===== src/core/ebtc_regs.vh =====
// register map, field positions and constants of the eight-bit timer counter unit
//
// Notes on behaviour
// - counter and compare value are 8-bit registers, readable and writable by software
// - every request shows in the flag register; each is masked separately
// - tick comes from prescaled system clock or from the external count pin
// - clock source select zero gives no tick; counter stays stopped
// - three-bit clock source select picks tick source and active pin edge
// - compare value and counter are compared every cycle; match drives waveform output
// - compare match sets the compare flag, which may raise a request
// - bottom is signalled when the counter value is all zeros
// - max is signalled when the counter value is all ones
// - top is max, or the compare value, depending on mode
// - counter moves by one per tick, up or down by a direction control
// - each tick clears, increments or decrements the counter by mode
// - software may read and write the counter at any time
// - a software write to the counter beats a same-cycle clear or count
// - two wave generation mode bits in the control register set the sequence
// - overflow flag is set at a mode dependent point and may raise a request
// - compare flag sets in the tick after counter equals compare value
// - mode zero counts up, wraps to zero, overflow flag set as counter becomes zero
// - mode two clears the counter on compare match, compare value is top
// - a counter write blocks compare match in the next tick, even when stopped
`ifndef EBTC_REGS_VH
`define EBTC_REGS_VH

// register offsets
`define EBTC_ADDR_W     3
`define EBTC_OFF_CTRL   3'h0
`define EBTC_OFF_COUNT  3'h1
`define EBTC_OFF_CMP    3'h2
`define EBTC_OFF_FLAG   3'h3
`define EBTC_OFF_MASK   3'h4

// control register fields
`define EBTC_CS_LSB     0
`define EBTC_CS_MSB     2
`define EBTC_WGM_LO     3
`define EBTC_WGM_HI     4
`define EBTC_FORCE      5

// flag and mask register fields
`define EBTC_FLAG_OVF   0
`define EBTC_FLAG_CMP   1

// values and reset values
`define EBTC_BOTTOM     8'h00
`define EBTC_MAX        8'hff
`define EBTC_ONE        8'h01
`define EBTC_RST_BYTE   8'h00
`define EBTC_RST_CS     3'h0
`define EBTC_RST_WGM    2'h0
`define EBTC_RST_FLAGS  2'h0

// wave generation modes
`define EBTC_WGM_NORMAL 2'h0
`define EBTC_WGM_PCPWM  2'h1
`define EBTC_WGM_CTC    2'h2
`define EBTC_WGM_FPWM   2'h3

// clock source select codes
`define EBTC_CS_OFF     3'h0
`define EBTC_CS_DIV1    3'h1
`define EBTC_CS_DIV8    3'h2
`define EBTC_CS_DIV64   3'h3
`define EBTC_CS_DIV256  3'h4
`define EBTC_CS_DIV1024 3'h5
`define EBTC_CS_EXTFALL 3'h6
`define EBTC_CS_EXTRISE 3'h7

// prescaler width and tap widths
`define EBTC_PRE_W      10
`define EBTC_TAP8       3
`define EBTC_TAP64      6
`define EBTC_TAP256     8
`define EBTC_TAP1024    10

`endif


===== src/core/ebtc_top.v =====
// counter unit of the eight-bit timer counter with one compare channel
//
// Decided for this implementation: the placing of the registers and the strobed register port.
`timescale 1ns/10ps
`include "ebtc_regs.vh"

module ebtc_top #(
  parameter W = 8
) (
  input  wire                    mclk,
  input  wire                    srst,
  input  wire [`EBTC_ADDR_W-1:0] addr,
  input  wire [W-1:0]            wr_data,
  input  wire                    wr_en,
  input  wire                    rd_en,
  input  wire                    external_count_pin,
  output reg  [W-1:0]            rd_data_q,
  output reg                     ovf_req_q,
  output reg                     cmp_req_q,
  output reg                     compare_match_q,
  output reg                     compare_output_pin_q,
  output reg                     bottom_q,
  output reg                     max_q,
  output reg                     top_q
);

  // ----------------------------------------
  // state
  // ----------------------------------------
  reg [W-1:0] count_value_q;
  reg [W-1:0] count_value_d;
  reg         dir_down_q;
  reg         dir_down_d;
  reg         block_q;
  reg         block_d;
  reg [2:0]   clock_source_select_q;
  reg [1:0]   wave_gen_mode_q;
  reg [1:0]   timer_flag_q;
  reg [1:0]   timer_flag_d;
  reg [1:0]   timer_mask_q;
  reg [W-1:0] rd_data_d;
  reg         ovf_set;
  reg         cmp_set;
  reg         match;
  reg         reload;
  reg [W-1:0] top_val;
  reg         pin_d;
  reg         bottom_d;
  reg         max_d;
  reg         top_d;
  reg         ovf_req_d;
  reg         cmp_req_d;

  wire         timer_tick;
  wire [W-1:0] compare_value;
  wire [W-1:0] compare_active;
  wire         pwm_mode;
  wire         wr_ctrl;
  wire         wr_count;
  wire         wr_cmp;
  wire         wr_flag;
  wire         wr_mask;
  wire         force_cmp;

  // ----------------------------------------
  // write decode
  // ----------------------------------------
  assign wr_ctrl   = wr_en && (addr == `EBTC_OFF_CTRL);
  assign wr_count  = wr_en && (addr == `EBTC_OFF_COUNT);
  assign wr_cmp    = wr_en && (addr == `EBTC_OFF_CMP);
  assign wr_flag   = wr_en && (addr == `EBTC_OFF_FLAG);
  assign wr_mask   = wr_en && (addr == `EBTC_OFF_MASK);
  assign pwm_mode  = wave_gen_mode_q[0]; // modes one and three buffer the compare value
  // the force strobe only acts while a non-pwm mode is in use
  assign force_cmp = wr_ctrl && wr_data[`EBTC_FORCE] && !pwm_mode;

  // ----------------------------------------
  // tick source
  // ----------------------------------------
  ebtc_tick_sel #(
    .PRE_W (`EBTC_PRE_W)
  ) u_tick (
    .mclk                (mclk),
    .srst                (srst),
    .clock_source_select (clock_source_select_q),
    .external_count_pin  (external_count_pin),
    .timer_tick          (timer_tick)
  );

  // ----------------------------------------
  // compare value with double buffer
  // ----------------------------------------
  ebtc_cmp_buf #(
    .W (W)
  ) u_cmp (
    .mclk     (mclk),
    .srst     (srst),
    .wr       (wr_cmp),
    .wdata    (wr_data),
    .buffered (pwm_mode),
    .reload   (reload),
    .buf_val  (compare_value),
    .act_val  (compare_active)
  );

  // ----------------------------------------
  // top value by mode
  // ----------------------------------------
  always @* begin
    if (wave_gen_mode_q == `EBTC_WGM_CTC) begin
      top_val = compare_active;
    end else begin
      top_val = `EBTC_MAX;
    end
  end

  // ----------------------------------------
  // counter sequence, flags and blocking
  // ----------------------------------------
  always @* begin
    count_value_d = count_value_q;
    dir_down_d    = dir_down_q;
    ovf_set       = 1'b0;
    cmp_set       = 1'b0;
    reload        = 1'b0;
    block_d       = block_q;
    // comparator runs every cycle, gated only by a pending block
    match = (count_value_q == compare_active) && !block_q;
    if (timer_tick) begin
      block_d = 1'b0;
      cmp_set = match;
      case (wave_gen_mode_q)
        `EBTC_WGM_NORMAL: begin
          count_value_d = count_value_q + `EBTC_ONE;
          ovf_set       = (count_value_q == `EBTC_MAX);
        end
        `EBTC_WGM_CTC: begin
          if (match) begin
            count_value_d = `EBTC_BOTTOM;
          end else begin
            count_value_d = count_value_q + `EBTC_ONE;
          end
          ovf_set = (count_value_q == `EBTC_MAX);
        end
        `EBTC_WGM_FPWM: begin
          count_value_d = count_value_q + `EBTC_ONE;
          ovf_set       = (count_value_q == `EBTC_MAX);
          reload        = (count_value_q == `EBTC_MAX);
        end
        `EBTC_WGM_PCPWM: begin
          if (!dir_down_q) begin
            if (count_value_q == `EBTC_MAX) begin
              dir_down_d    = 1'b1;
              count_value_d = count_value_q - `EBTC_ONE;
              reload        = 1'b1;
            end else begin
              count_value_d = count_value_q + `EBTC_ONE;
            end
          end else begin
            if (count_value_q == `EBTC_BOTTOM) begin
              dir_down_d    = 1'b0;
              count_value_d = count_value_q + `EBTC_ONE;
              ovf_set       = 1'b1;
            end else begin
              count_value_d = count_value_q - `EBTC_ONE;
            end
          end
        end
        default: begin
          count_value_d = count_value_q;
        end
      endcase
    end
    // software write beats any clear or count of the same cycle
    if (wr_count) begin
      count_value_d = wr_data;
      dir_down_d    = dir_down_q;
      ovf_set       = 1'b0;
      block_d       = 1'b1;
    end
  end

  // ----------------------------------------
  // flags: hardware set wins over write-one clear
  // ----------------------------------------
  always @* begin
    timer_flag_d = timer_flag_q;
    if (wr_flag) begin
      timer_flag_d = timer_flag_q & ~wr_data[`EBTC_FLAG_CMP:`EBTC_FLAG_OVF];
    end
    if (ovf_set) begin
      timer_flag_d[`EBTC_FLAG_OVF] = 1'b1;
    end
    if (cmp_set) begin
      timer_flag_d[`EBTC_FLAG_CMP] = 1'b1;
    end
  end

  // ----------------------------------------
  // waveform generator: next level of the compare output
  // ----------------------------------------
  always @* begin
    pin_d = compare_output_pin_q;
    // a forced match moves the output only; it sets no flag and clears nothing
    if (cmp_set || force_cmp) begin
      pin_d = ~compare_output_pin_q;
    end
  end

  // ----------------------------------------
  // next status levels and masked requests
  // ----------------------------------------
  always @* begin
    // decoding the next value keeps the status outputs in step with the counter
    bottom_d  = (count_value_d == `EBTC_BOTTOM);
    max_d     = (count_value_d == `EBTC_MAX);
    top_d     = (count_value_d == top_val);
    ovf_req_d = timer_flag_d[`EBTC_FLAG_OVF] & timer_mask_q[`EBTC_FLAG_OVF];
    cmp_req_d = timer_flag_d[`EBTC_FLAG_CMP] & timer_mask_q[`EBTC_FLAG_CMP];
  end

  // ----------------------------------------
  // read mux, unmapped reads give zero
  // ----------------------------------------
  always @* begin
    rd_data_d = `EBTC_RST_BYTE;
    if (rd_en) begin
      case (addr)
        `EBTC_OFF_CTRL: begin
          rd_data_d[`EBTC_CS_MSB:`EBTC_CS_LSB] = clock_source_select_q;
          rd_data_d[`EBTC_WGM_HI:`EBTC_WGM_LO] = wave_gen_mode_q;
        end
        `EBTC_OFF_COUNT: begin
          rd_data_d = count_value_q;
        end
        `EBTC_OFF_CMP: begin
          rd_data_d = compare_value;
        end
        `EBTC_OFF_FLAG: begin
          rd_data_d[`EBTC_FLAG_CMP:`EBTC_FLAG_OVF] = timer_flag_q;
        end
        `EBTC_OFF_MASK: begin
          rd_data_d[`EBTC_FLAG_CMP:`EBTC_FLAG_OVF] = timer_mask_q;
        end
        default: begin
          rd_data_d = `EBTC_RST_BYTE;
        end
      endcase
    end
  end

  // ----------------------------------------
  // registers
  // ----------------------------------------
  always @(posedge mclk) begin
    if (srst) begin
      count_value_q         <= `EBTC_RST_BYTE;
      dir_down_q            <= 1'b0;
      block_q               <= 1'b0;
      clock_source_select_q <= `EBTC_RST_CS;
      wave_gen_mode_q       <= `EBTC_RST_WGM;
      timer_flag_q          <= `EBTC_RST_FLAGS;
      timer_mask_q          <= `EBTC_RST_FLAGS;
      rd_data_q             <= `EBTC_RST_BYTE;
    end else begin
      count_value_q <= count_value_d;
      dir_down_q    <= dir_down_d;
      block_q       <= block_d;
      timer_flag_q  <= timer_flag_d;
      rd_data_q     <= rd_data_d;
      if (wr_ctrl) begin
        clock_source_select_q <= wr_data[`EBTC_CS_MSB:`EBTC_CS_LSB];
        wave_gen_mode_q       <= wr_data[`EBTC_WGM_HI:`EBTC_WGM_LO];
        if (!wr_data[`EBTC_WGM_LO]) begin
          dir_down_q <= 1'b0; // non-pwm modes only count up
        end
      end
      if (wr_mask) begin
        timer_mask_q <= wr_data[`EBTC_FLAG_CMP:`EBTC_FLAG_OVF];
      end
    end
  end

  // ----------------------------------------
  // status outputs and masked requests
  // ----------------------------------------
  always @(posedge mclk) begin
    if (srst) begin
      ovf_req_q            <= 1'b0;
      cmp_req_q            <= 1'b0;
      compare_match_q      <= 1'b0;
      compare_output_pin_q <= 1'b0;
      bottom_q             <= 1'b1;
      max_q                <= 1'b0;
      top_q                <= 1'b0;
    end else begin
      ovf_req_q            <= ovf_req_d;
      cmp_req_q            <= cmp_req_d;
      compare_match_q      <= cmp_set;
      compare_output_pin_q <= pin_d;
      bottom_q             <= bottom_d;
      max_q                <= max_d;
      top_q                <= top_d;
    end
  end

endmodule


===== src/core/ebtc_tick_sel.v =====
// timer tick selection: prescaler taps and external count pin edge detect
`timescale 1ns/10ps
`include "ebtc_regs.vh"

module ebtc_tick_sel #(
  parameter PRE_W = `EBTC_PRE_W
) (
  input  wire       mclk,
  input  wire       srst,
  input  wire [2:0] clock_source_select,
  input  wire       external_count_pin,
  output wire       timer_tick
);

  reg [PRE_W-1:0] pre_q;
  reg             pin_q;
  reg             tick_q;
  reg             tick_d;

  assign timer_tick = tick_q;

  // ----------------------------------------
  // free running prescaler and pin history
  // ----------------------------------------
  always @(posedge mclk) begin
    if (srst) begin
      pre_q  <= {PRE_W{1'b0}};
      pin_q  <= 1'b0;
      tick_q <= 1'b0;
    end else begin
      pre_q  <= pre_q + {{(PRE_W-1){1'b0}}, 1'b1};
      pin_q  <= external_count_pin;
      tick_q <= tick_d;
    end
  end

  // ----------------------------------------
  // source and edge choice
  // ----------------------------------------
  always @* begin
    case (clock_source_select)
      `EBTC_CS_OFF:     tick_d = 1'b0;
      `EBTC_CS_DIV1:    tick_d = 1'b1;
      `EBTC_CS_DIV8:    tick_d = &pre_q[`EBTC_TAP8-1:0];
      `EBTC_CS_DIV64:   tick_d = &pre_q[`EBTC_TAP64-1:0];
      `EBTC_CS_DIV256:  tick_d = &pre_q[`EBTC_TAP256-1:0];
      `EBTC_CS_DIV1024: tick_d = &pre_q[`EBTC_TAP1024-1:0];
      `EBTC_CS_EXTFALL: tick_d = pin_q & ~external_count_pin;
      `EBTC_CS_EXTRISE: tick_d = ~pin_q & external_count_pin;
      default:          tick_d = 1'b0;
    endcase
  end

endmodule


===== src/core/ebtc_cmp_buf.v =====
// double-buffered compare value: software buffer and active compare register
`timescale 1ns/10ps
`include "ebtc_regs.vh"

module ebtc_cmp_buf #(
  parameter W = 8
) (
  input  wire         mclk,
  input  wire         srst,
  input  wire         wr,
  input  wire [W-1:0] wdata,
  input  wire         buffered,
  input  wire         reload,
  output wire [W-1:0] buf_val,
  output wire [W-1:0] act_val
);

  reg [W-1:0] buf_q;
  reg [W-1:0] act_q;

  assign buf_val = buf_q;
  assign act_val = act_q;

  // ----------------------------------------
  // buffer takes writes; active copy loads directly or at reload
  // ----------------------------------------
  always @(posedge mclk) begin
    if (srst) begin
      buf_q <= {W{1'b0}};
      act_q <= {W{1'b0}};
    end else begin
      if (wr) begin
        buf_q <= wdata;
      end
      if (wr && !buffered) begin
        act_q <= wdata; // direct access outside pwm modes
      end else if (buffered && reload) begin
        act_q <= buf_q;
      end
    end
  end

endmodule


===== config.mk =====
export PLATFORM = sky130hd
export DESIGN_NAME = ebtc_top
export DESIGN_NICKNAME = d
export VERILOG_FILES = /design/src/core/ebtc_top.v /design/src/core/ebtc_tick_sel.v /design/src/core/ebtc_cmp_buf.v
export VERILOG_INCLUDE_DIRS = /design/src /design/src/core
export SDC_FILE = /design/constraint.sdc
export NUM_CORES = 1
export LEC_CHECK = 0
export BUFFER_PORTS_ARGS = -buffer_cell sky130_fd_sc_hd__buf_2
export CAP_MARGIN = 20
export CORE_MARGIN = 5
export CORE_UTILIZATION = 35
export CTS_CLUSTER_SIZE = 25
export DETAILED_ROUTE_END_ITERATION = 8
export PLACE_DENSITY = 0.61
export SLEW_MARGIN = 20
export SYNTH_ARGS = -nofsm -noshare
export SYNTH_HDL_FRONTEND = slang
export SYNTH_HIERARCHICAL = 1
export SYNTH_SLANG_ARGS = --single-unit

===== constraint.sdc =====
create_clock -name mclk -period 3.45 [get_ports mclk]
set_input_delay 0.1725 -clock mclk [delete_from_list [all_inputs] [get_ports mclk]]
set_output_delay 0.1725 -clock mclk [all_outputs]
set_load 0.005 [all_outputs]

==> impl_metrics.toml, run 1 <==
[status]
status = "finished clean"

[sta]
tightest_slew_ns = 0.741
maxSlewViolCount = 0
timing.fmax_mhz = 323
fin_ws_ns = 0.352
setup_tns_ns = 0
hold_viol_final = 0
skew_ns = 0.00516
slew_headroom_pct = 50.6
setup_viol = 0
period_minus_slack_ns = 3.10
period_share_pct = 89.8
rsz0062_at_grt = "no"

[cells_and_area]
finalNetCount = 485
design_area_sq_mm = 0.00423
area_growth_syn_to_layout_pct = 11.2
final_cell_mix = "dfxtp_1 (62), nor2_1 (60), nand2_1 (31)"
antenna_cells = 0
instances_no_fill = 604
final_common_cell = "dfxtp_1"
drive_above_1_share_pct = 19.6

[place]
gp_congestion = 0.981
placed_area_sq_mm = 0.00405
hpwl_mm = 7.59
detailedPlace.worstSlack_ns = 0.402
io_buffer_count = 30
dp.cells = 589

[route]
wirelength_mm = 10.2
routed_via_density = 5.48
first_iter_violations = 178
route.detailed.drc = 0
dr.pass1.iters = 7
drt-wirelength-per-cell_um = 16.8
vias = 3312
ant_nets = 0

[floorplanning]
die_area_sq_mm = 0.0131
core_sq_mm = 0.0107
start_util_pct = 35.4
pin_count = 31
rows = 38
die_x_um = 114
die_y_um = 114

[yosys]
ys_seq_elements = 62
yosysTopAreaCell = "dfxtp_1"
syn_area_per_cell_sq_um = 8.70
async_flop_share_pct = 0
synth_edf_count = 0
synth_top_area_share_pct = 32.6
synthFlopType = "dfxtp_1"
synth_area_sq_mm = 0.00381
yosysWarningCount = 6
synthCells = 438
ys_types = 76
synthTopCellsByArea = "dfxtp_1 (33%), nor2_1 (5.9%), mux2i_1 (5.0%), xor2_1 (4.1%), a2111oi_2 (3.5%)"
syn-num-nets = 463
ys_seq_area_share_pct = 32.6

[global_route]
grt_start_max_net_pins = 38
grt_pass1_vias = 3373
grt.total_usage_pct = 16.4
grt_antenna_before_repair = 0
grt_overflow = 0
grt_pass1_wl_mm = 17.1

[worst_setup_path]
path_cells = "inv_1 > ha_1 > nor2b_1 > a32oi_1 > and3_1 > mux2i_1 > a221oi_1 > nand3_1 > nor4b_1 > a31o_2"
critical_path_buf_inv_count = 1
worstPathRequired_ns = 3.73
critPathLaunchType = "flip-flop"
cp_slowest_cell = "dfxtp_1"
critPathMaxFanout = 10
critPathArrivalTime_ns = 3.38
critPathKind = "flip-flop to flip-flop"
cpPeakStageDelay_ns = 0.54
path_delay_family = "simple AND/OR/NAND/NOR gates"
end_kind = "flip-flop"

[clocking]
clk_pin_slew_ns = 0.07
cts_resized = 0
cts_tree = "built"
postCtsHoldBufs = 0
ctsRootBufferMaster = "clkbuf_8"
numCtsBuffers = 9
clk_latency_ns = 0.34
clkSinkCount = 62
post-cts-setup-buffers = 0
cts_buffer_depth = 2
cts_htree_levels = 3

[pwr]
p_leak_uw = 0.00164
p_per_area_mw_per_mm2 = 369
max-vdd-ir-drop_mv = 0.200

[worst_hold_path]
min_path_type = "input port to flip-flop"

[run]
max_cap_viol_count = 0
-- layout make-up --
cell class	count	area, sq um
clock buffer	11	141
sequential	62	1240
inverter	18	67.6
fill	1137	6510
clock inverter	4	47.5
tap	140	175
multi-input combinational	331	2350
timing repair buffer	38	210
-- final timing paths --
kind | from | to | slack, ns | depth (start not counted)
worst max-delay path | count_value_q[0] | bottom_q | 0.35 | 10
worst max register to register | count_value_q[0] | bottom_q | 0.35 | 10
worst min register to register | u_tick/pre_q[0] | u_tick/pre_q[0] | 0.46 | 1
worst min-delay path | external_count_pin | u_tick/pin_q | 0.10 | 2
-- sequential cells by signal, summed over array words and instances (netlist names) --
name	flops
wave_gen_mode_q	2
timer_flag_q	2
u_tick/pin_q	1
compare_match_q	1
u_tick/pre_q	10
bottom_q	1
u_cmp/buf_val	8
u_tick/timer_tick	1
clock_source_select_q	3
timer_mask_q	2
compare_output_pin_q	1
count_value_q	8
dir_down_q	1
block_q	1
cmp_req_q	1
u_cmp/act_val	8
ovf_req_q	1
top_q	1
rd_data_q	8
max_q	1
-- power by group --
part	switching, uW	total [uW]	internal (uW)
registers	22.7	755	732
logic	104	174	70.8
clock network	288	635	347
-- routing by layer --
layer / vias to the layer above / global-route usage [%] / part of all wire [%]
met5: - / 0 / 0
met4: 0 / 6.89 / 2.9
met3: 20 / 2.96 / 4.5
met2: 98 / 25.7 / 46
met1: 1569 / 22.2 / 46
li1: 1625 / - / -
-- cell families after synthesis --
family	Yosys count	share of synthesized area (%)
buf+inv	45	5.68
xor+xnor	24	5.52
flops	62	32.6
mux	23	7.06
simple gates	195	28.3
compound gates	80	17.9
fa+ha+maj	9	2.96
-- cell usage after synthesis, drive strengths merged (2+ instances only) --
library cell and n:
dfxtp 62, nor2 60, nand2 32, a21oi 21, mux2i 20, inv 18, xor2 18, clkbuf 16
nor2b 13, a2111oi 11, buf 11, nand3 10, nand4 10, nor3 10, nor3b 10, ha 9
nand2b 9, and3b 8, and2 6, xnor2 6, nor4 5, o21ai 5, or2 5, a211oi 4
a22oi 4, and3 4, o22ai 4, a32oi 3, a41oi 3, and4 3, o221a 3, a21o 2
a221o 2, a221oi 2, a2bb2oi 2, mux4 2, nand3b 2, nand4b 2, o211ai 2, or3 2
or4 2
-- worst register-to-register path, delay by kind of cell (launching register included) --
| kind | cells | cell delay [ns] |
|---|---|---|
| and+or+nand+nor | 4 | 0.98 |
| AOI/OAI and AO/OA | 3 | 0.98 |
| DFF | 1 | 0.54 |
| adders and majority gates | 1 | 0.23 |
| muxes | 1 | 0.15 |
| buffers and inverters | 1 | 0.14 |
-- through the flow --
step | power, uW | hold slack, ns | utilization [%]
final | 1560 | 0.102 | 39.4
after global routing | 1630 | 0.123 | 39.4
after CTS | 1580 | 0.0833 | 39.4
after detailed placement | 944 | 0.444 | 37.6
after global placement | 942 | 0.420 | 37.6
after floorplan | 887 | 0.241 | -
Power figures use the tool's default switching activity.
==> inputs of run 2 (changes only) <==
--- a/config.mk
+++ b/config.mk
@@ -6,6 +6,7 @@
 export SDC_FILE = /design/constraint.sdc
 export NUM_CORES = 1
 export LEC_CHECK = 0
+export ABC_AREA = 1
 export BUFFER_PORTS_ARGS = -buffer_cell sky130_fd_sc_hd__buf_2
 export CAP_MARGIN = 20
 export CORE_MARGIN = 5
==> run 2 against run 1 <==
Effect of this change:
- register-to-register slack improved by 0.75 ns
- flip-flop and latch count unchanged
- cell count increased by 33%
- clock-buffer cell count increased by 1
- global-route usage increased by 1.2 points
- non-clock buffer count decreased by 7
- sequential power increased by 1%
- critical path depth increased by 1
- critical endpoint is now max_q
- highest routed layer unchanged
==> impl_metrics.toml, run 2 <==
[status]
status = "finished clean"

[sta]
maxSlewViolCount = 0
hold_viol_final = 0
period_share_pct = 67.9
setup_viol = 0
period_minus_slack_ns = 2.34
timing.fmax_mhz = 427
rsz0062_at_grt = "no"
skew_ns = 0.00424
setup_tns_ns = 0
tightest_slew_ns = 1.06
slew_headroom_pct = 28.5

[route]
wirelength_mm = 11.3
dr.pass1.iters = 6
vias = 3992
ant_nets = 0
first_iter_violations = 383
routed_via_density = 4.98
drt-wirelength-per-cell_um = 14.2
route.detailed.drc = 0

[global_route]
grt_start_max_net_pins = 24
grt.total_usage_pct = 17.7
grt_pass1_wl_mm = 18.6
grt_pass1_vias = 3819
grt_overflow = 0
grt_antenna_before_repair = 0

[run]
max_cap_viol_count = 0

[floorplanning]
start_util_pct = 35.7
rows = 38
core_sq_mm = 0.0108
die_y_um = 115
die_area_sq_mm = 0.0133
die_x_um = 115
pin_count = 31

[clocking]
post-cts-setup-buffers = 0
clkSinkCount = 62
cts_buffer_depth = 2
clk_pin_slew_ns = 0.06
clk_latency_ns = 0.34
cts_tree = "built"
cts_htree_levels = 3
numCtsBuffers = 9
ctsRootBufferMaster = "clkbuf_8"
cts_resized = 0
postCtsHoldBufs = 0

[yosys]
yosysTopAreaCell = "dfxtp_1"
synth_area_sq_mm = 0.00387
synth_most_common_cell = "nand2_1"
syn-num-nets = 653
ys_types = 40
synth_edf_count = 0
ys_seq_elements = 62
synthFlopType = "dfxtp_1"
async_flop_share_pct = 0
yosysWarningCount = 6
syn_area_per_cell_sq_um = 6.16
synthTopCellsByCount = "nand2_1 (164), nor2_1 (108), inv_1 (78)"
ys_seq_area_share_pct = 32.1
synthCells = 628
synth_top_area_share_pct = 32.1
synthTopCellsByArea = "dfxtp_1 (32%), nand2_1 (16%), nor2_1 (10%), inv_1 (7.6%), nand3_1 (6.5%)"

[worst_setup_path]
critPathLaunchType = "flip-flop"
reg2reg_depth = 11
critPathKind = "flip-flop to flip-flop"
critPathMaxFanout = 6
end_kind = "flip-flop"
worstPathRequired_ns = 3.71
critPathArrivalTime_ns = 2.60

[cells_and_area]
finalNetCount = 683
antenna_cells = 0
drive_above_1_share_pct = 13.2
top_register = "u_tick/pre_q"
instances_no_fill = 801
final_cell_mix = "nand2_1 (164), nor2_1 (108), inv_1 (78)"
area_growth_syn_to_layout_pct = 10.4
fillers = 1200
largest_reg_flops = 10
final_common_cell = "nand2_1"

[place]
io_buffer_count = 30
gp_congestion = 0.982
hpwl_mm = 8.83
dp.cells = 787

[pwr]
p_leak_uw = 0.00209
p_per_area_mw_per_mm2 = 357
max-vdd-ir-drop_mv = 0.317

[worst_hold_path]
hold_depth = 3
min_path_type = "input port to flip-flop"
-- run 2: cell count changes after synthesis, moves of 13 or more --
cell     before  now
nand2_1      31  164
inv_1        18   78
nor2_1       60  108
nand3_1       9   50
o21ai_0       3   35
mux2i_1      19    0
xor2_1       18    2
nand2_2       1   15
nor2b_1      13    0
-- run 2: logic make-up after synthesis --
| group | Yosys count | synth area share, % |
|---|---|---|
| xor+xnor | 4 | 0.906 |
| flops | 62 | 32.1 |
| simple gates | 374 | 42.1 |
| buf+inv | 104 | 11.4 |
| fa+ha+maj | 9 | 2.91 |
| compound gates | 75 | 10.5 |
-- run 2: final timing paths --
check,startpoint,to,slack (ns)
max,wave_gen_mode_q[0],max_q,1.11
min,external_count_pin,u_tick/pin_q,0.06
max reg2reg,wave_gen_mode_q[0],max_q,1.11
min reg2reg,u_tick/pre_q[0],u_tick/pre_q[0],0.45
-- run 2: through the flow --
stage / util [%] / cell area (sq um) / hold slack, ns / setup WS, ns / power [uW]
after global routing: 39.4 / 4270 / 0.0483 / 0.940 / 1620
final: 39.4 / 4270 / 0.0557 / 1.11 / 1520
after global placement: 38.0 / 4120 / 0.394 / 1.18 / 1010
after CTS: 39.4 / 4270 / 0.0370 / 1.14 / 1550
after detailed placement: 38.0 / 4120 / 0.402 / 1.16 / 1010
after floorplan: - / 3870 / 0.239 / 1.57 / 936
-- run 2: power breakdown --
part	leakage, uW	total (uW)	internal (uW)	switching [uW]
Sequential	0.000503	764	738	26.3
Combinational	0.00150	234	75.8	158
Clock	0.0000821	526	270	256
-- run 2: per-layer routing --
metal	wire (um)	up-vias	part of all wire, %	GRT usage (%)
li1	-	2036	-	-
met1	5020	1807	44	21.4
met2	5340	123	47	30.2
met3	625	26	5.5	3.37
met4	353	0	3.1	7.98
met5	0	-	0	0
-- run 2: layout make-up --
type / count / area (sq um) / share of cell area, %
clock buffer: 12 / 145 / 3.40
inverter: 92 / 349 / 8.17
sequential: 62 / 1240 / 29.1
timing repair buffer: 31 / 158 / 3.69
tap: 140 / 175 / 4.10
multi-input combinational: 462 / 2190 / 51.3
clock inverter: 2 / 10.0 / 0.234
-- run 2: worst max-delay path, cell delays in order (launching register included) --
cell and delay, ns:
dfxtp_1 0.47, inv_1 0.20, ha_1 0.48, nor2_1 0.12, or2_2 0.30, nand2_1 0.08
nand2_1 0.05, nand2_1 0.10, nand2_2 0.09, nor2_1 0.13, nand3_1 0.11, nor3_2 0.14
